==> config.mk <==
export PLATFORM = sky130hd
export DESIGN_NAME = bcf_fault_ctrl
export DESIGN_NICKNAME = d
export VERILOG_FILES = /design/src/common/bcf_pkg.sv /design/src/rtl/bcf_oneshot.sv /design/src/rtl/bcf_slew.sv /design/src/rtl/bcf_fault_ctrl.sv
export VERILOG_INCLUDE_DIRS = /design/src /design/src/common
export SDC_FILE = /design/constraint.sdc
export NUM_CORES = 1
export LEC_CHECK = 0
export ABC_AREA = 1
export CAP_MARGIN = 20
export CORE_MARGIN = 1
export CORE_UTILIZATION = 65
export CTS_BUF_LIST = sky130_fd_sc_hd__clkbuf_8
export CTS_CLUSTER_DIAMETER = 100
export DETAILED_ROUTE_END_ITERATION = 10
export DONT_BUFFER_PORTS = 1
export GPL_TIMING_DRIVEN = 0
export PLACE_DENSITY = 0.88
export SLEW_MARGIN = 30
export SYNTH_ARGS = -nofsm -noshare
export SYNTH_HDL_FRONTEND = slang
export SYNTH_SLANG_ARGS = --single-unit
==> constraint.sdc <==
create_clock -name clock_i -period 9.05 [get_ports clock_i]
set_input_delay 1.81 -clock clock_i [delete_from_list [all_inputs] [get_ports clock_i]]
set_output_delay 1.81 -clock clock_i [all_outputs]
set_load 0.005 [all_outputs]
==> src/common/bcf_cfg.svh <==
// constants for the buck constant-on-time and fault sequencing block
`ifndef BCF_CFG_SVH
`define BCF_CFG_SVH
// clock and time figures
`define BCF_CLK_PERIOD_NS 5
`define BCF_MIN_OFF_NS    300
`define BCF_MIN_OFF_CYC   ((`BCF_MIN_OFF_NS + `BCF_CLK_PERIOD_NS - 1) / `BCF_CLK_PERIOD_NS)
`define BCF_UV_DELAY_US   32
`define BCF_UV_DELAY_CYC  ((`BCF_UV_DELAY_US * 1000) / `BCF_CLK_PERIOD_NS)
`define BCF_OC_LIMIT      16
`define BCF_RECOVER_CYC   1024
`define BCF_SLEW_DIV      8
// on-time charge: on cycles = charge / input level
`define BCF_ON_CHARGE     16'h0c00
// target units: 1 lsb = 9.375 mV / 16
`define BCF_VT_BASE       12'h400
`define BCF_VT_SHIFT      4
// over and under voltage ratios (6/5 = +20 %, 7/10 = 70 %)
`define BCF_OV_SENSE_MUL  16'h0005
`define BCF_OV_REF_MUL    16'h0006
`define BCF_UV_SENSE_MUL  16'h000a
`define BCF_UV_REF_MUL    16'h0007
// configuration fields and defaults
`define BCF_CFG_PROT_LATCH 0
`define BCF_CFG_SUSPEND    1
`define BCF_CFG_LIGHT      2
`define BCF_CFG_DEFAULT    3'h5
`define BCF_CODE_DEFAULT   7'h00
`endif

==> src/common/bcf_pkg.sv <==
// types shared by the buck control block
`default_nettype none
package bcf_pkg;
  // switching sequencer states, one-hot
  typedef enum logic [4:0] {
    st_off    = 5'h01,
    st_idle   = 5'h02,
    st_on     = 5'h04,
    st_minoff = 5'h08,
    st_latch  = 5'h10
  } bcf_state_t;
endpackage
`default_nettype wire

==> src/rtl/bcf_oneshot.sv <==
// input feed-forward on-time one-shot
`timescale 1ns/10ps
`default_nettype none
`include "bcf_cfg.svh"
module bcf_oneshot #(
  parameter int VW = 8,
  parameter logic [15:0] CHARGE = `BCF_ON_CHARGE
) (
  input  wire logic          clock_i,
  input  wire logic          rst_n_i,
  input  wire logic          start_i,     // fire pulse
  input  wire logic [VW-1:0] vin_level_i, // input supply level
  output logic               active_o,    // pulse running
  output logic               done_o       // one cycle at pulse end
);
  logic [15:0]   acc_reg;   // charge collected so far
  logic          act_reg;
  logic          done_reg;
  logic [VW-1:0] vin_eff;   // zero would never end the pulse
  logic [16:0]   acc_sum;
  logic          reached;

  // higher input charges faster, so the pulse shrinks
  assign vin_eff = (vin_level_i == '0) ? VW'(1) : vin_level_i;
  assign acc_sum = {1'b0, acc_reg} + 17'(vin_eff);
  assign reached = acc_sum >= {1'b0, CHARGE}; // only the level counts

  // accumulator runs while the pulse is active
  always_ff @(posedge clock_i) begin
    if (!rst_n_i) begin
      acc_reg  <= 16'h0000;
      act_reg  <= 1'b0;
      done_reg <= 1'b0;
    end else if (start_i) begin
      acc_reg  <= 16'h0000;
      act_reg  <= 1'b1;
      done_reg <= 1'b0;
    end else begin
      done_reg <= act_reg && reached;
      if (act_reg && reached) act_reg <= 1'b0;
      else if (act_reg) acc_reg <= acc_sum[15:0];
    end
  end

  assign active_o = act_reg;
  assign done_o   = done_reg;
endmodule // bcf_oneshot
`default_nettype wire

==> src/rtl/bcf_slew.sv <==
// slew-limited regulation target
`timescale 1ns/10ps
`default_nettype none
`include "bcf_cfg.svh"
module bcf_slew #(
  parameter int DW  = 12,
  parameter int DIV = `BCF_SLEW_DIV
) (
  input  wire logic          clock_i,
  input  wire logic          rst_n_i,
  input  wire logic          load_i,   // follow load value directly
  input  wire logic [DW-1:0] load_value_i,
  input  wire logic [DW-1:0] goal_i,   // programmed target
  output logic [DW-1:0]      value_o,  // present target
  output logic               busy_o    // target still moving
);
  logic [DW-1:0] val_reg;
  logic [7:0]    div_reg;  // step pacing
  logic          tick;

  assign tick = div_reg == 8'(DIV - 1);

  // one lsb per DIV cycles toward the goal, no jump except a load_i reload
  always_ff @(posedge clock_i) begin
    if (!rst_n_i) begin
      val_reg <= '0;
      div_reg <= 8'h00;
    end else if (load_i) begin
      val_reg <= load_value_i;
      div_reg <= 8'h00;
    end else begin
      div_reg <= tick ? 8'h00 : div_reg + 8'h01;
      if (tick && val_reg < goal_i) val_reg <= val_reg + DW'(1);
      else if (tick && val_reg > goal_i) val_reg <= val_reg - DW'(1);
    end
  end

  assign value_o = val_reg;
  assign busy_o  = !load_i && (val_reg != goal_i);
endmodule // bcf_slew
`default_nettype wire

==> src/rtl/bcf_fault_ctrl.sv <==
// constant-on-time switching and fault sequencing, top level
// Function
// on-time set only by input supply level
// fire when reference exceeds output plus ripple
// hold high side off 300 ns after on-time
// over limit keeps low side on, blocks cycles
// sixteen limited cycles latch both switches off
// latched fault left only by enable retrigger; in auto mode the code also leaves it after the recovery wait
// below 70 percent for 32 us latches off
// 20 percent over reference clamps low side
// clamp released once output drops below reference
// code maps linearly from 0.6 V, 9.375 mV
// power-up target taken from divider input
// target slews toward new code value
// odd parity mismatch refuses write, keeps code
// protection mode picks auto-recovery or latch-off
// optional protection suspend while code changes
// enable low restores default settings
// clean cycle clears over-current cycle count
// enable low: switches off, faults cleared
`timescale 1ns/10ps
`default_nettype none
`include "bcf_cfg.svh"
module bcf_fault_ctrl #(
  parameter int VW = 8,                      // input level width
  parameter int DW = 12,                     // voltage word width
  parameter int UV_DELAY_CYC = `BCF_UV_DELAY_CYC,
  parameter int RECOVER_CYC  = `BCF_RECOVER_CYC
) (
  input  wire logic          clock_i,
  input  wire logic          rst_n_i,
  input  wire logic          enable_i,                  // converter enable
  input  wire logic [VW-1:0] vin_level_i,               // input supply level
  input  wire logic [DW-1:0] reference_divider_input_i, // start-up target
  input  wire logic [DW-1:0] output_sense_i,            // sensed output
  input  wire logic [DW-1:0] ripple_info_i,             // inductor ac current
  input  wire logic          ls_over_limit_i,           // low-side over limit
  input  wire logic          code_wr_i,                 // code write strobe
  input  wire logic [6:0]    code_data_i,               // new output code
  input  wire logic          code_parity_i,             // odd parity bit
  input  wire logic          cfg_wr_i,                  // settings write
  input  wire logic [2:0]    cfg_data_i,                // settings value
  output logic               hs_on_o,                   // high-side switch
  output logic               ls_on_o,                   // low-side switch
  output logic               code_ack_o,                // write taken
  output logic               code_nack_o,               // write refused
  output logic [7:0]         code_rd_o,                 // {parity, code}
  output logic [2:0]         cfg_rd_o,                  // settings
  output logic               latched_off_o,             // fault shutdown
  output logic               fault_oc_o,                // last cause: current
  output logic               fault_uv_o,                // last cause: undervolt
  output logic [DW-1:0]      regulation_reference_o     // present target
);
  // sequencer and stored settings
  bcf_pkg::bcf_state_t state_reg, state_next;
  logic [6:0]    code_reg;          // output_voltage_code
  logic          code_par_reg;      // parity stored for read-back
  logic          code_valid_reg;    // a code has been written since enable
  logic [2:0]    cfg_reg;           // latch mode, suspend, light load
  logic          ov_clamp_reg;      // over-voltage clamp active
  logic [4:0]    oc_cnt_reg;        // consecutive limited cycles
  logic [12:0]   uv_cnt_reg;        // under-voltage dwell
  logic [10:0]   rec_cnt_reg;       // auto-recovery wait
  logic [7:0]    off_cnt_reg;       // minimum off time left
  logic          hs_reg, ls_reg, ack_reg, nack_reg, lat_reg;
  logic          fault_oc_reg, fault_uv_reg;

  // decode wires
  logic [DW-1:0] goal, target;
  logic          slewing, shot_active, shot_done, shot_start;
  logic          par_ok, code_take, prot_on, demand;
  logic [DW:0]   sense_plus_ripple;
  logic [15:0]   sense_x, target_x;
  logic          ov_detect, ov_release, uv_cond;
  logic          minoff_end, oc_hit, uv_hit, fault_hit, rec_done;
  logic          ocl_block, ls_idle;

  // code to target in 1/16-step units
  function automatic logic [DW-1:0] code_to_target(input logic [6:0] c);
    code_to_target = `BCF_VT_BASE + (DW'(c) << `BCF_VT_SHIFT);
  endfunction

  // odd parity is the xnor of the code bits
  assign par_ok    = code_parity_i == ~(^code_data_i);
  assign code_take = code_wr_i && par_ok && enable_i;
  // before any code write the divider input rules
  assign goal = code_valid_reg ? code_to_target(code_reg)
                               : reference_divider_input_i;

  bcf_slew #(
    .DW (DW),
    .DIV(`BCF_SLEW_DIV)
  ) u_slew (
    .clock_i     (clock_i),
    .rst_n_i     (rst_n_i),
    .load_i      (!code_valid_reg),
    .load_value_i(reference_divider_input_i),
    .goal_i      (goal),
    .value_o     (target),
    .busy_o      (slewing)
  );

  bcf_oneshot #(
    .VW    (VW),
    .CHARGE(`BCF_ON_CHARGE)
  ) u_shot (
    .clock_i    (clock_i),
    .rst_n_i    (rst_n_i),
    .start_i    (shot_start),
    .vin_level_i(vin_level_i),
    .active_o   (shot_active),
    .done_o     (shot_done)
  );

  // protection may be suspended while the target moves
  assign prot_on = !(cfg_reg[`BCF_CFG_SUSPEND] && slewing);
  // on-time trigger comparison
  assign sense_plus_ripple = {1'b0, output_sense_i} + {1'b0, ripple_info_i};
  assign demand = {1'b0, target} > sense_plus_ripple;
  // 20 % over target, released once below target
  assign sense_x    = 16'(output_sense_i);
  assign target_x   = 16'(target);
  assign ov_detect  = prot_on &&
    (sense_x * `BCF_OV_SENSE_MUL > target_x * `BCF_OV_REF_MUL);
  assign ov_release = output_sense_i < target;
  assign uv_cond    =
    (sense_x * `BCF_UV_SENSE_MUL < target_x * `BCF_UV_REF_MUL);
  // cycle accounting and fault detection
  assign minoff_end = (state_reg == bcf_pkg::st_minoff) &&
                      (off_cnt_reg == 8'h00);
  assign oc_hit = minoff_end && ls_over_limit_i && prot_on &&
                  (oc_cnt_reg == 5'(`BCF_OC_LIMIT - 1));
  assign uv_hit = uv_cond && prot_on &&
                  (uv_cnt_reg == 13'(UV_DELAY_CYC - 1));
  assign fault_hit = oc_hit || uv_hit;
  assign rec_done  = rec_cnt_reg == 11'(RECOVER_CYC - 1);
  assign ocl_block = ls_over_limit_i;
  // detect drives the low side on the same edge that sets the clamp flop
  assign ls_idle   = ov_clamp_reg || ov_detect || ocl_block ||
                     cfg_reg[`BCF_CFG_LIGHT];

  // next state of the switching sequencer
  always_comb begin
    state_next = state_reg;
    case (state_reg)
      bcf_pkg::st_off: begin
        if (enable_i) state_next = bcf_pkg::st_idle;
      end
      bcf_pkg::st_idle: begin
        if (fault_hit) state_next = bcf_pkg::st_latch;
        else if (ov_clamp_reg || ov_detect) state_next = bcf_pkg::st_idle;
        else if (demand && ocl_block)  // blocked: count another cycle
          state_next = bcf_pkg::st_minoff;
        else if (demand && off_cnt_reg == 8'h00)
          state_next = bcf_pkg::st_on;
      end
      bcf_pkg::st_on: begin
        if (fault_hit) state_next = bcf_pkg::st_latch;
        else if (ov_detect) state_next = bcf_pkg::st_minoff;
        else if (shot_done) state_next = bcf_pkg::st_minoff;
      end
      bcf_pkg::st_minoff: begin
        if (fault_hit) state_next = bcf_pkg::st_latch;
        else if (minoff_end) state_next = bcf_pkg::st_idle;
      end
      bcf_pkg::st_latch: begin
        // latch mode waits for enable; auto mode retries
        if (!cfg_reg[`BCF_CFG_PROT_LATCH] && rec_done)
          state_next = bcf_pkg::st_idle;
      end
      default: state_next = bcf_pkg::st_off;
    endcase
    if (!enable_i) state_next = bcf_pkg::st_off;
  end

  assign shot_start = (state_next == bcf_pkg::st_on) &&
                      (state_reg != bcf_pkg::st_on);

  // sequencer state and switch commands, both from flops
  always_ff @(posedge clock_i) begin
    if (!rst_n_i) begin
      state_reg <= bcf_pkg::st_off;
      hs_reg    <= 1'b0;
      ls_reg    <= 1'b0;
      lat_reg   <= 1'b0;
    end else begin
      state_reg <= state_next;
      hs_reg    <= state_next == bcf_pkg::st_on;
      lat_reg   <= state_next == bcf_pkg::st_latch;
      // low side carries the off interval, the limit and the clamp
      ls_reg    <= (state_next == bcf_pkg::st_minoff) ||
                   ((state_next == bcf_pkg::st_idle) && ls_idle);
    end
  end

  // minimum off timer, loaded on entry to the off interval and on any
  // high-side drop, so a fault exit or quick retry keeps the floor too
  always_ff @(posedge clock_i) begin
    if (!rst_n_i) off_cnt_reg <= 8'h00;
    else if ((state_next == bcf_pkg::st_minoff &&
              state_reg != bcf_pkg::st_minoff) ||
             (hs_reg && state_next != bcf_pkg::st_on))
      off_cnt_reg <= 8'(`BCF_MIN_OFF_CYC - 1);
    else if (off_cnt_reg != 8'h00) off_cnt_reg <= off_cnt_reg - 8'h01;
  end

  // consecutive over-current cycles; a clean cycle clears it
  always_ff @(posedge clock_i) begin
    if (!rst_n_i || !enable_i) oc_cnt_reg <= 5'h00;
    else if (minoff_end && ls_over_limit_i && prot_on)
      oc_cnt_reg <= oc_cnt_reg + 5'h01;
    else if (minoff_end) oc_cnt_reg <= 5'h00;
  end

  // under-voltage dwell counter, counts only while running
  always_ff @(posedge clock_i) begin
    if (!rst_n_i || !enable_i) uv_cnt_reg <= 13'h0000;
    else if (uv_cond && prot_on && state_reg != bcf_pkg::st_latch &&
             state_reg != bcf_pkg::st_off)
      uv_cnt_reg <= uv_cnt_reg + 13'h0001;
    else uv_cnt_reg <= 13'h0000;
  end

  // over-voltage clamp: set on detect, held until below target
  always_ff @(posedge clock_i) begin
    if (!rst_n_i || !enable_i) ov_clamp_reg <= 1'b0;
    else if (ov_detect) ov_clamp_reg <= 1'b1;
    else if (ov_release) ov_clamp_reg <= 1'b0;
  end

  // auto-recovery wait inside the latched state
  always_ff @(posedge clock_i) begin
    if (!rst_n_i || state_reg != bcf_pkg::st_latch) rec_cnt_reg <= 11'h000;
    else if (!rec_done) rec_cnt_reg <= rec_cnt_reg + 11'h001;
  end

  // fault cause flags, cleared with the latch by enable low
  always_ff @(posedge clock_i) begin
    if (!rst_n_i || !enable_i) begin
      fault_oc_reg <= 1'b0;
      fault_uv_reg <= 1'b0;
    end else if (fault_hit) begin
      fault_oc_reg <= oc_hit;
      fault_uv_reg <= uv_hit && !oc_hit;
    end
  end

  // code and settings; enable low restores defaults
  always_ff @(posedge clock_i) begin
    if (!rst_n_i || !enable_i) begin
      code_reg       <= `BCF_CODE_DEFAULT;
      code_par_reg   <= ~(^`BCF_CODE_DEFAULT);
      code_valid_reg <= 1'b0;
      cfg_reg        <= `BCF_CFG_DEFAULT;
    end else begin
      if (code_take) begin
        code_reg       <= code_data_i;
        code_par_reg   <= code_parity_i;
        code_valid_reg <= 1'b1;
      end
      if (cfg_wr_i) cfg_reg <= cfg_data_i;
    end
  end

  // write answers, one cycle each
  always_ff @(posedge clock_i) begin
    if (!rst_n_i) begin
      ack_reg  <= 1'b0;
      nack_reg <= 1'b0;
    end else begin
      ack_reg  <= code_take;
      nack_reg <= code_wr_i && !code_take;
    end
  end

  assign hs_on_o                = hs_reg;
  assign ls_on_o                = ls_reg;
  assign code_ack_o             = ack_reg;
  assign code_nack_o            = nack_reg;
  assign code_rd_o              = {code_par_reg, code_reg};
  assign cfg_rd_o               = cfg_reg;
  assign latched_off_o          = lat_reg;
  assign fault_oc_o             = fault_oc_reg;
  assign fault_uv_o             = fault_uv_reg;
  assign regulation_reference_o = target;

  // helper: cycles since high side last dropped, saturating
  logic [7:0] gap_reg;
  always_ff @(posedge clock_i) begin
    if (!rst_n_i) gap_reg <= 8'hff;
    else if (hs_reg) gap_reg <= 8'h00;
    else if (gap_reg != 8'hff) gap_reg <= gap_reg + 8'h01;
  end
endmodule // bcf_fault_ctrl
`default_nettype wire

# [Word level (Yosys, flattened, before mapping)]
# Cells that the tools add are included.
[word_totals] out_inout_bits=30 in_bits=61 regBits=100
[op_classes] add_sub_neg=10 n_lt_le_gt_ge=7 bitwise=5 mux=25 reduce_logical=52 n_eq_ne=21 multipliers=4
[op_table] cell="$mux 5" count=13
[op_table] cell="$mux 12" count=4
[op_table] cell="$mul 12x3->15 const B" count=3
[op_table] cell="$logic_and 1x1->1" count=25
[op_table] cell="$pmux 5 s5" count=1
[op_table] cell="$lt 12x12->1" count=2
[op_table] cell="$add 16x8->17" count=1
[op_table] cell="$ge 17x12->1 const B" count=1
[op_table] cell="$logic_not 8->1" count=2
[op_table] cell="$lt 16x15->1" count=1
[op_table] cell="$eq 5x4->1 const B" count=3
[op_table] cell="$gt 15x15->1" count=1
[op_table] cell="$mul 12x2->14 const B" count=1
[op_table] cell="$add 12x12->13" count=1
[op_table] cell="$add 13x1->13 const B" count=1
[op_table] cell="$eq 13x13->1 const B" count=1
[op_table] cell="$gt 12x13->1" count=1
[op_table] cell="$add 11x11->12 const A" count=1
[op_table] cell="$add 12x1->12 const B" count=1
[op_table] cell="$gt 12x12->1" count=1
[op_table] cell="$mux 6" count=2
[op_table] cell="$ne 12x12->1" count=1
[op_table] cell="$sub 12x1->12 const B" count=1
[op_table] cell="$add 11x1->11 const B" count=1
[op_table] cell="other kinds (26)" count=54

# [Depth between registers and ports, before layout]
# Gate-level depths: netlist (run 1).
[depth] word_depth=16 ltp_mapped=32 mapped_depth_nobuf=32

# [Cells and area by module]
# A second synthesis (run 1) with hierarchy kept.
[unflattened] hier_cells=1373 hier_area_um2=9549.2
[by_module_without_submodules] mod="bcf_fault_ctrl" area_each_um2=6396.1 cells_each=885 instances=1
[by_module_without_submodules] mod="bcf_slew" area_each_um2=1751.7 cells_each=274 instances=1
[by_module_without_submodules] mod="bcf_oneshot" area_each_um2=1401.3 cells_each=214 instances=1

# [Worst setup path after synthesis (run 1)]
# Ideal clock, no wire load.
[synth_timing] path_kind="input to register" from="input port output_sense_i[1]" to="register u_shot.acc_reg[10]" stages=30 required_ns=8.935 slack_ns=3.683 arrival_ns=5.252 setup_time_ns=0.115 cell_sequence="ha_1 ha_1 inv_1 fa_1 o21ai_0 nand2_1 nand2_1 nand2_1 nand2_1 nand2_1 nand2_1 nand2_1 a21oi_1 o21ai_0 nand2_1 xor2_1 ha_1 nand2_1 o21ai_0 a21oi_1 nand2_1 nand2_1 nand2_1 nor2_1 nand3_1 nand2_1 nand2_4 o21ai_4 buf_6 a21oi_2"
[synth_via] elab_chain_len=12
[synth_rtl] element="start: declaration" line="bcf_fault_ctrl.sv:35" rtl="input wire logic [DW-1:0] output_sense_i,"
[synth_rtl] element="branches (longest 7 deep; another with $mul 12x3->15)"
[synth_rtl] element="$pmux 5 s5 (*)" line="bcf_fault_ctrl.sv:145" rtl="case (state_reg)"
[synth_rtl] element="$mux 5 (*)" line="bcf_fault_ctrl.sv:173" rtl="if (!enable_i) state_next = bcf_pkg::st_off;"
[synth_rtl] element="$eq 5x3->1 (*)" line="bcf_fault_ctrl.sv:176" rtl="assign shot_start = (state_next == bcf_pkg::st_on) &&"
[synth_rtl] element="$logic_and 1x1->1 (*)" line="bcf_fault_ctrl.sv:176"
[synth_rtl] element="$reduce_or 2->1 (no line) (*)"
[synth_rtl] element="end signal: assignment" line="bcf_oneshot.sv:41" rtl="else if (act_reg) acc_reg <= acc_sum[15:0];"
[synth_rtl] element="end: declaration" line="bcf_oneshot.sv:16" rtl="logic [15:0] acc_reg;"
# Mark *: on every way between the ends.
# A chain may end at the register's enable or synchronous reset.

# [Worst setup path in the final report (run 1)]
[layout_timing] from="input port output_sense_i[1]" to="register u_shot.acc_reg[11]"
# The elaborated chain is that of the path after synthesis.

==> results of run 1 <==
## cells in the mapped netlist, types with 4 or more instances
cell type	n
a21oi_1	122
a21oi_2	6
a31oi_1	15
buf_2	5
clkbuf_1	16
dfxtp_1	100
fa_1	17
ha_1	143
inv_1	173
nand2_1	256
nand2_4	4
nand3_1	77
nand4_1	26
nor2_1	95
nor2_2	6
nor3_1	16
nor3b_1	5
nor4_1	9
o21a_1	6
o21ai_0	56
o21bai_1	6
or2_2	7
xnor2_1	22
xor2_1	50
## area by class of cell
| type | instances | area [um^2] | share of cell area (%) |
|---|---|---|---|
| Multi-Input combinational cell | 982 | 6379 | 66.52 |
| Sequential cell | 100 | 2002 | 20.88 |
| Inverter | 175 | 656.9 | 6.850 |
| Tap cell | 176 | 220.2 | 2.296 |
| Clock buffer | 9 | 123.9 | 1.292 |
| Buffer | 24 | 115.1 | 1.200 |
| Clock inverter | 7 | 92.59 | 0.9656 |
## per-layer routing
| metal | wire (um) | vias to the layer above | global-route usage, % | share of wire (%) |
|---|---|---|---|---|
| li1 | - | 4302 | - | - |
| met2 | 9482 | 225 | 51.36 | 47 |
| met1 | 9269 | 3813 | 36.17 | 46 |
| met5 | 0 | - | 0 | 0 |
| met4 | 438 | 0 | 9.182 | 2.2 |
| met3 | 1141 | 29 | 5.660 | 5.6 |
## how the worst max path moves through the flow
stage	from	endpoint	slack [ps]	cells past startpoint
final	output_sense_i[1]	u_shot.acc_reg[11]$_SDFFE_PP0P_	3430	30
after floorplan	output_sense_i[1]	u_shot.acc_reg[10]$_SDFFE_PP0P_	3680	30
after global placement	output_sense_i[1]	u_shot.acc_reg[10]$_SDFFE_PP0P_	3190	30
after detailed placement	output_sense_i[1]	u_shot.acc_reg[13]$_SDFFE_PP0P_	3050	30
after CTS	output_sense_i[1]	u_shot.done_o$_SDFF_PP0_	3450	30
after global routing	output_sense_i[1]	u_shot.acc_reg[11]$_SDFFE_PP0P_	3010	31
## power by group
| part | switching [mW] | internal (mW) | total [mW] |
|---|---|---|---|
| logic | 0.361 | 0.252 | 0.612 |
| clock network | 0.175 | 0.135 | 0.309 |
| registers | 0.0407 | 0.464 | 0.505 |
| total | 0.576 | 0.850 | 1.43 |
## worst register-to-register path: cells and delay by family (launching register included)
family,cells,cell delay (ps)
adder cells (fa/ha/maj),3,1040
flip-flops,1,740
AND/OR/NAND/NOR,16,1450
buffers and inverters,4,400
AO/OA/AOI/OAI,7,1070
## stage by stage
| stage | utilization, % | setup slack, ps |
|---|---|---|
| final | 71.00 | 3431 |
| after global routing | 71.00 | 3005 |
| after CTS | 71.00 | 3454 |
| after detailed placement | 69.40 | 3054 |
| after global placement | 69.40 | 3190 |
| after floorplan | - | 3683 |
## logic make-up after synthesis
| family | Yosys count | synth area share (%) |
|---|---|---|
| XOR/XNOR | 72 | 6.890 |
| flip-flops | 100 | 21.87 |
| AO/OA/AOI/OAI | 236 | 14.59 |
| buffers and inverters | 199 | 8.435 |
| adder cells (fa/ha/maj) | 160 | 23.27 |
| multiplexers | 1 | 0.1094 |
| AND/OR/NAND/NOR | 513 | 24.84 |
==> flow_summary.yaml, run 1 <==
status:
  outcome: "finished, final reports clean"
global_route:
  grt_pass1_vias: 7911
  antenna_found_initial: 0
  grt_max_degree: 20
  gr-total-overflow: 0
  grt.total_usage_pct: 29.36
  grt_pass1_wl_um: 34670
place:
  placed_area_mm2: 0.009373
  dp.cells: 1457
  port_buffers: 0
  gp_congestion: 0.9137
  hpwlAfterDp_um: 16260
power_and_ir_drop:
  power.leakage_nw: 4.541
  p_total_mw: 1.426
  peakVddDrop_v: 0.0001496
  p_per_area_mw_per_mm2: 148.7
synth:
  syn_nets: 1502
  avgSynthCellArea_um2: 7.145
  yosys-top-cells-area: "dfxtp_1 (22%), ha_1 (20%), nand2_1 (10%), inv_1 (7.1%), a21oi_1 (6.7%)"
  synthArstFlopShare_pct: 0
  syn-instance-count: 1281
  synth_flop_cell: "dfxtp_1"
  syn_area_mm2: 0.009153
  yosysWarnings: 0
  synth_seq_cells: 100
  synth_edf_count: 0
  synth_largest_area_cell: "dfxtp_1"
  yosysSeqAreaShare_pct: 21.87
  ys_types: 53
  yosysTopAreaCellShare_pct: 21.87
timing:
  maxSlewViolCount: 0
  finalCritPeriodShare_pct: 62.09
  finClkSkew_ps: 17.81
  tightest_slew_ps: 659.2
  rsz0062_at_grt: "false"
  tns_ps: 0
  whs_ps: 455.2
  slew_headroom_pct: 55.99
  setup-violations-final: 0
  hold_violations: 0
  layout_min_cycle_time_ps: 5619
  fmax_mhz: 178.0
cts:
  htree_levels: 3
  numClockSinks: 100
  clk_pin_slew_ps: 110
  clk_latency_ps: 390
  cts_root_buf: "clkbuf_8"
  clockBufferDepth: 2
  cts_hold_repair.buffers: 0
  postCtsSetupBuffers: 0
  cts_tree: "built"
  cts_made_buffers: 9
  ctsResizeCount: 0
layout:
  layout_common_cells: "nand2_1 (256), inv_1 (173), ha_1 (143)"
  final_cell_area_mm2: 0.009589
  drive_gt1_share_pct: 4.626
  fillers: 1130
  largest_reg_flops: 16
  syn_to_final_growth_pct: 4.771
  fin_cells: 1473
  nNetsFinal: 1513
  final_common_cell: "nand2_1"
  antenna_cells: 0
floorplanning:
  die_area_mm2: 0.01456
  row_count: 42
  die_x_um: 120.7
  die_h_um: 120.7
  core-area_mm2: 0.01351
  initial_core_util_pct: 67.77
  ioPinCount: 91
worst_setup_path:
  r2r_end: "u_shot.acc_reg[11]$_SDFFE_PP0P_"
  reg2reg_depth: 30
  cp_max_fo: 10
  critical-path-top-delay-family: "simple AND/OR/NAND/NOR gates"
  end_kind: "flop"
  crit_top_cell: "nand2_1"
  cp_slowest_stage_delay_ps: 400
  worstPathArrival_ps: 5900
  start_kind: "primary input"
  crit_type: "in2reg"
  crit_buf_inv: 2
  r2r_start: "u_slew.value_o[1]$_SDFFE_PN0P_"
  required_ps: 9330
  r2r_setup_slack_ps: 4240
  slowest_stage: "fa_1"
hold_path:
  hp-class: "reg2reg"
  hp-start: "u_slew.div_reg[0]$_SDFF_PP0_"
  min_to: "u_slew.div_reg[0]$_SDFF_PP0_"
  holdPathStages: 1
detailed_routing:
  drtPass1Iterations: 5
  routed_wl_um: 20330
  avgViaCountPerCell: 5.682
  wl_per_cell_um: 13.80
  vias: 8369
  final_antenna_net_count: 0
  drc: 0
  drt-initial-drc-count: 501
job:
  drv_cap: 0
No activity file was read; power rests on OpenSTA's default activity.
==> inputs of run 2 (changes only) <==
--- a/config.mk
+++ b/config.mk
@@ -6,16 +6,16 @@
 export SDC_FILE = /design/constraint.sdc
 export NUM_CORES = 1
 export LEC_CHECK = 0
-export ABC_AREA = 1
+export ABC_AREA = 0
 export CAP_MARGIN = 20
 export CORE_MARGIN = 1
-export CORE_UTILIZATION = 65
+export CORE_UTILIZATION = 61
 export CTS_BUF_LIST = sky130_fd_sc_hd__clkbuf_8
 export CTS_CLUSTER_DIAMETER = 100
 export DETAILED_ROUTE_END_ITERATION = 10
 export DONT_BUFFER_PORTS = 1
 export GPL_TIMING_DRIVEN = 0
-export PLACE_DENSITY = 0.88
+export PLACE_DENSITY = 0.87
 export SLEW_MARGIN = 30
 export SYNTH_ARGS = -nofsm -noshare
 export SYNTH_HDL_FRONTEND = slang
==> constraint.sdc (replaced) <==
create_clock -name clock_i -period 4.5 [get_ports clock_i]
set_input_delay 0.9 -clock clock_i [delete_from_list [all_inputs] [get_ports clock_i]]
set_output_delay 0.9 -clock clock_i [all_outputs]
set_load 0.005 [all_outputs]
==> run 2 against run 1 <==
  * The flow now finishes with violations (setup timing)
  * Critical path depth is 9 lower
  * Clock power is 85% higher
  * Final cell count is 9.8% lower
  * Die area is 6.4% higher
  * First-iteration DRC count is 3.6% higher
  * Critical endpoint is now off_cnt_reg[0]$_SDFFE_PN0P_
  * Largest cell class unchanged
==> flow_summary.yaml, run 2 <==
synth:
  syn-instance-count: 1094
  yosysTopAreaCellShare_pct: 21.89
  yosys-top-cells-area: "dfxtp_1 (22%), ha_1 (20%), nor2_1 (4.7%), a21oi_1 (4.5%), xnor2_1 (4.1%)"
  yosysWarnings: 0
  synth_largest_area_cell: "dfxtp_1"
  yosys-top-cells-count: "ha_1 (143), nor2_1 (115), dfxtp_1 (100), a21oi_1 (83), inv_1 (67)"
  synth_seq_cells: 100
  synth.most_common_cell: "ha_1"
  synthArstFlopShare_pct: 0
  synth_flop_cell: "dfxtp_1"
  syn_nets: 1315
  ys_types: 80
  yosysSeqAreaShare_pct: 21.89
  avgSynthCellArea_um2: 8.359
  synth_edf_count: 0
  syn_area_mm2: 0.009145
layout:
  fillers: 1041
  layout_common_cells: "ha_1 (135), nor2_1 (113), dfxtp_1 (90)"
  nNetsFinal: 1361
  final_cell_area_mm2: 0.01030
  antenna_cells: 0
  drive_gt1_share_pct: 15.28
  final_common_cell: "ha_1"
  syn_to_final_growth_pct: 12.61
  largest_reg_flops: 16
floorplanning:
  core-area_mm2: 0.01459
  die_h_um: 124.4
  ioPinCount: 91
  initial_core_util_pct: 62.68
  row_count: 44
  die_area_mm2: 0.01549
  die_x_um: 124.4
place:
  hpwlAfterDp_um: 16630
  post-place-ws_ps: -834.0
  gp_congestion: 0.9112
  port_buffers: 0
  placed_area_mm2: 0.009459
cts:
  cts_root_buf: "clkbuf_8"
  cts_tree: "built"
  clk_latency_ps: 400
  htree_levels: 3
  numClockSinks: 100
  cts_hold_repair.buffers: 0
  cts_made_buffers: 9
  clk_pin_slew_ps: 100
  clockBufferDepth: 2
worst_setup_path:
  r2r_end: "ls_on_o$_SDFF_PN0_"
  start_kind: "primary input"
  crit_buf_inv: 1
  cp_cell_sequence: "ha_4 > ha_4 > inv_2 > fa_2 > nor2b_2 > o21ai_2 > a21boi_2 > o21ai_2 > a21boi_2 > o21ai_2 > nor2b_4 > o211ai_1 > ha_1 > nand4_1 > nor2_2 > o31a_1 > o311a_4 > or2_4 > o311ai_4 > nand3_2 > a31oi_1"
  slowest_stage: "o311a_4"
  r2r_start: "u_slew.value_o[8]$_SDFFE_PN0P_"
  reg2reg_depth: 15
  required_ps: 4810
  end_kind: "flop"
  cp_max_fo: 5
  critical-path-top-delay-family: "compound AO/OA/AOI/OAI gates"
  crit_type: "in2reg"
  cp_slowest_stage_delay_ps: 400
  r2r_setup_slack_ps: -170
  crit_top_cell: "o21ai_2"
  worstPathArrival_ps: 5040
timing:
  whs_ps: 471.0
  finalCritPeriodShare_pct: 105.0
  setup-violations-final: 27
  finClkSkew_ps: 16.54
  worst_slack_ps: -226.5
  layout_min_cycle_time_ps: 4727
  fmax_mhz: 211.6
  rsz0062_at_grt: "true"
  hold_violations: 0
  slew_headroom_pct: 53.72
  tightest_slew_ps: 693.3
  maxSlewViolCount: 0
  tns_ps: -2877
detailed_routing:
  wl_per_cell_um: 17.81
  routed_wl_um: 23670
  avgViaCountPerCell: 6.336
  drtPass1Iterations: 6
  final_antenna_net_count: 0
  drt-initial-drc-count: 519
  vias: 8420
  drc: 0
status:
  violations: "setup timing"
  outcome: "finished with violations"
global_route:
  gr-total-overflow: 0
  grt_pass1_vias: 8097
  grt.total_usage_pct: 28.36
  grt_pass1_wl_um: 36400
  antenna_found_initial: 0
  grt_max_degree: 18
power_and_ir_drop:
  peakVddDrop_v: 0.0002820
  power.leakage_nw: 4.341
  p_total_mw: 3.117
  p_per_area_mw_per_mm2: 302.7
hold_path:
  holdPathStages: 1
  hp-class: "reg2reg"
  min_to: "uv_cnt_reg[0]$_SDFF_PP0_"
  hp-start: "uv_cnt_reg[0]$_SDFF_PP0_"
job:
  drv_cap: 0
## run 2: cell count changes after synthesis, sizes merged, moves of 12 or more
cell    before  now
nand2      261   53
inv        174   67
a21oi      128   84
nand3       78   45
mux2i        1   29
nor2b        0   22
xnor2       22   44
a21o         3   23
nand2b       0   19
and3         1   18
nand4       26   12
nor2       103  117
or3          0   12
## run 2: routing by layer
metal  GRT usage (%)  routed length (um)  vias up
li1                -                   -     4034
met1           34.64               10030     4015
met2           48.75               11520      309
met3           5.928                1489       62
met4           10.56                 626        0
met5               0                   0        -
## run 2: how the worst max path moves through the flow
stage                                               from                     endpoint  slack, ps  depth (start not counted)
after floorplan                        output_sense_i[1]  off_cnt_reg[6]$_SDFFE_PP0P_        -40                         21
after global placement    u_slew.value_o[1]$_SDFFE_PN0P_  off_cnt_reg[1]$_SDFFE_PN0P_       -690                         20
after detailed placement  u_slew.value_o[1]$_SDFFE_PN0P_  off_cnt_reg[0]$_SDFFE_PN0P_       -830                         20
after CTS                              output_sense_i[1]  off_cnt_reg[5]$_SDFFE_PN0P_        -60                         21
after global routing                   output_sense_i[3]           ls_on_o$_SDFF_PN0_       -330                         22
final                                  output_sense_i[3]  off_cnt_reg[0]$_SDFFE_PN0P_       -230                         21
## run 2: cell families after synthesis
group                    Yosys count  share of synthesized area (%)
AND/OR/NAND/NOR                  376                          20.99
flip-flops                       100                          21.89
adder cells (fa/ha/maj)          160                          23.29
buffers and inverters             90                          3.981
AO/OA/AOI/OAI                    255                          18.53
multiplexers                      30                          3.297
XOR/XNOR                          83                          8.031
## run 2: cell type report
| type | instances | area [um^2] | area share (%) |
|---|---|---|---|
| Buffer | 22 | 126.4 | 1.227 |
| Sequential cell | 100 | 2029 | 19.71 |
| Timing Repair Buffer | 36 | 257.7 | 2.503 |
| Tap cell | 184 | 230.2 | 2.235 |
| Inverter | 67 | 251.5 | 2.442 |
| Multi-Input combinational cell | 904 | 7211 | 70.02 |
| Clock inverter | 5 | 41.29 | 0.4009 |
| Clock buffer | 11 | 151.4 | 1.470 |
## run 2: through the flow
stage	std cells	utilization, %
after floorplan	1094	-
after global placement	1278	64.84
after detailed placement	1278	64.84
after CTS	1315	68.45
after global routing	1329	70.59
final	1329	70.59
## run 2: power breakdown
| group | total, mW | leakage, nW | switching, mW | internal (mW) |
|---|---|---|---|---|
| registers | 1.02 | 0.817 | 0.0874 | 0.932 |
| clock network | 0.573 | 0.104 | 0.335 | 0.238 |
| logic | 1.52 | 3.42 | 0.827 | 0.697 |
## run 2: worst reg2reg max path, stage by stage (launching register included)
cell	delay [ps]
dfxtp_1	750
fa_1	550
ha_1	440
nand3_1	110
a211oi_1	320
nor2_1	160
a21oi_1	200
xnor2_1	140
ha_1	290
a21o_1	180
a21oi_1	140
nand2_1	120
a2111oi_4	500
nor2_4	140
and3_4	200
or3_4	320
## run 2: repair_timing
| action | 4_1_cts | 5_1_grt |
|---|---|---|
| endpoints found under the setup margin | 53 | 49 |
| setup buffers | 21 | 15 |
| hold endpoints to repair | 0 | 0 |
| pin swaps | 24 | 25 |
| gates resized for setup | 52 | 55 |
| cloned | 0 | 0 |
==> inputs of run 3 (changes only) <==
--- a/config.mk
+++ b/config.mk
@@ -16,6 +16,7 @@
 export DONT_BUFFER_PORTS = 1
 export GPL_TIMING_DRIVEN = 0
 export PLACE_DENSITY = 0.87
+export RECOVER_POWER = 100
 export SLEW_MARGIN = 30
 export SYNTH_ARGS = -nofsm -noshare
 export SYNTH_HDL_FRONTEND = slang
==> constraint.sdc (replaced) <==
create_clock -name clock_i -period 4.5 [get_ports clock_i]
set_input_delay 0.9 -clock clock_i [delete_from_list [all_inputs] [get_ports clock_i]]
set_output_delay 0.9 -clock clock_i [all_outputs]
set_load 0.01 [all_outputs]
==> run 3 against run 2 <==
  * The run still ends with setup timing left
  * Clock power decreased by 1%
  * Sequential power about the same
  * Count of clock-buffer cells in the layout decreased by 1
  * Non-clock buffer count increased by 1
  * Design area increased by 1.4%
  * Critical path type is now reg2reg
  * Critical endpoint is now off_cnt_reg[1]$_SDFFE_PN0P_
  * Largest cell class unchanged
  * Largest power group unchanged
==> flow_summary.yaml, run 3 (synthesis gave the netlist of run 2 again) <==
worst_setup_path:
  required_ps: 4740
  critical-path-top-delay-family: "compound AO/OA/AOI/OAI gates"
  reg2reg_depth: 20
  slowest_stage: "or4_4"
  startpoint: "u_slew.value_o[1]$_SDFFE_PN0P_"
  start_kind: "flop"
  crit_buf_inv: 1
  r2r_start: "u_slew.value_o[1]$_SDFFE_PN0P_"
  path_depth: 20
  cp_cell_sequence: "fa_1 > ha_2 > inv_2 > fa_2 > nor2b_2 > o21ai_2 > a21boi_2 > o21ai_2 > a21oi_2 > o21ai_2 > a21oi_1 > o41ai_2 > ha_4 > o2111ai_4 > or4_4 > o22ai_4 > a2111oi_4 > or2_4 > o21ai_4 > a31oi_1"
  r2r_end: "off_cnt_reg[1]$_SDFFE_PN0P_"
  cp_slowest_stage_delay_ps: 570
  cp_max_fo: 7
  critPathCapture: "off_cnt_reg[1]$_SDFFE_PN0P_"
  crit_type: "reg2reg"
  worstPathArrival_ps: 4980
  r2r_setup_slack_ps: -230
  end_kind: "flop"
  crit_top_cell: "o21ai_2"
power_and_ir_drop:
  swShare_pct: 40.73
  p_total_mw: 3.110
  power.leakage_nw: 4.360
  p_per_area_mw_per_mm2: 297.9
  p_int_mw: 1.843
  p_seq_share_pct: 33.0
  peakVddDrop_v: 0.0002859
  p_clk_share_pct: 18.2
  p_comb_share_pct: 48.8
  power_switching_mw: 1.267
cts:
  cts_root_buf: "clkbuf_8"
  cts_hold_repair.buffers: 0
  cts_made_buffers: 9
  htree_levels: 3
  cts_tree: "built"
  clk_pin_slew_ps: 100
  clockBufferDepth: 2
  numClockSinks: 100
  clk_latency_ps: 390
place:
  port_buffers: 0
  hpwlAfterDp_um: 16910
  placed_area_mm2: 0.009460
  gp_congestion: 0.8747
detailed_routing:
  vias: 8609
  final_antenna_net_count: 0
  drc: 0
  routed_wl_um: 24490
  wl_per_cell_um: 18.42
  drtPass1Iterations: 5
  avgViaCountPerCell: 6.473
  drt-initial-drc-count: 566
layout:
  multi_input_area_mm2: 0.007301
  final_common_cell: "ha_1"
  fillers: 1008
  largest_reg_flops: 16
  syn_to_final_growth_pct: 14.15
  nNetsFinal: 1362
  fin_util_pct: 71.55
  antenna_cells: 0
  final_cell_area_mm2: 0.01044
  layout_common_cells: "ha_1 (135), nor2_1 (106), dfxtp_1 (88)"
  drive_gt1_share_pct: 16.23
  register_area_mm2: 0.002034
hold_path:
  hp-class: "reg2reg"
  holdPathStages: 1
timing:
  finalCritPeriodShare_pct: 105.2
  setup-violations-final: 27
  worst_slack_ps: -234.6
  layout_min_cycle_time_ps: 4735
  tightest_slew_ps: 733.0
  hold_violations: 0
  maxSlewViolCount: 0
  slew_headroom_pct: 51.13
  fmax_mhz: 211.2
  finClkSkew_ps: 14.66
  rsz0062_at_grt: "true"
global_route:
  antenna_found_initial: 0
  grt.total_usage_pct: 29.56
  grt_max_degree: 19
  grt_pass1_wl_um: 38030
  gr-total-overflow: 0
  grt_pass1_vias: 8245
floorplanning:
  die_h_um: 124.4
  row_count: 44
  initial_core_util_pct: 62.68
  die_area_mm2: 0.01549
  ioPinCount: 91
  die_x_um: 124.4
  core-area_mm2: 0.01459
status:
  outcome: "finished with violations"
  violations: "setup timing"
job:
  drv_cap: 0
-- run 3: cell types whose count changed in the layout (fill, tap and decap cells not counted), moves of 2 or more --
cell     before  now
nand3_2       2    0
nor2_4        1    9
buf_6         4    2
buf_8         0    2
a21oi_2       8   13
nor2b_1      18   21
nor2b_2       3    1
nor2_1      113  106
dfxtp_1      90   88
buf_4        31   29
a21oi_1      75   70
-- run 3: layout make-up --
| type | count | area share [%] |
|---|---|---|
| Timing Repair Buffer | 36 | 2.685 |
| Sequential cell | 100 | 19.49 |
| Buffer | 23 | 1.414 |
| Clock buffer | 10 | 1.318 |
| Tap cell | 184 | 2.205 |
| Multi-Input combinational cell | 904 | 69.94 |
| Clock inverter | 6 | 0.5394 |
| Inverter | 67 | 2.409 |
-- run 3: worst min path at each step --
stage | slack (ps) | from | to
2_1_floorplan | 410 | u_slew.div_reg[0]$_SDFF_PP0_ | u_slew.div_reg[0]$_SDFF_PP0_
3_3_place_gp | 430 | u_slew.div_reg[0]$_SDFF_PP0_ | u_slew.div_reg[0]$_SDFF_PP0_
3_5_place_dp | 440 | u_slew.div_reg[0]$_SDFF_PP0_ | u_slew.div_reg[0]$_SDFF_PP0_
4_1_cts | 470 | u_slew.div_reg[0]$_SDFF_PP0_ | u_slew.div_reg[0]$_SDFF_PP0_
5_1_grt | 490 | uv_cnt_reg[0]$_SDFF_PP0_ | uv_cnt_reg[0]$_SDFF_PP0_
6_report | 460 | u_slew.div_reg[0]$_SDFF_PP0_ | u_slew.div_reg[0]$_SDFF_PP0_
-- run 3: per-stage QoR --
| stage | hold WS, ps | TNS, ps | setup WS, ps | std cells |
|---|---|---|---|---|
| CTS | 467.0 | -661.7 | -71.18 | 1319 |
| finish | 463.3 | -4269 | -234.6 | 1330 |
| global placement | 428.9 | -27400 | -724.3 | 1278 |
| detailed placement | 443.1 | -31910 | -808.0 | 1278 |
| floorplan | 413.2 | -272.9 | -39.24 | 1094 |
| global route | 488.2 | -9094 | -370.5 | 1330 |
-- run 3: repair_timing --
item,in CTS,in global routing
cloned,0,1
setup endpoints to repair,54,48
hold endpoints to repair,0,0
resized for setup,57,76
buffers inserted,25,11
pin swaps,27,42
-- run 3: per-layer routing --
metal	vias to the layer above	wire [um]	global-route usage (%)
met5	-	0	0
met4	0	660	10.70
met3	77	1940	6.271
met2	389	11930	50.50
met1	4105	9967	36.41
li1	4038	-	-
-- run 3: power groups by stage --
stage | clock (mW) | combinational, mW | sequential, mW
2_1_floorplan | 0 | 1.00 | 1.02
3_3_place_gp | 0 | 1.18 | 1.04
3_5_place_dp | 0 | 1.25 | 1.04
4_1_cts | 0.578 | 1.38 | 1.02
5_1_grt | 0.603 | 1.67 | 1.03
6_report | 0.567 | 1.52 | 1.03
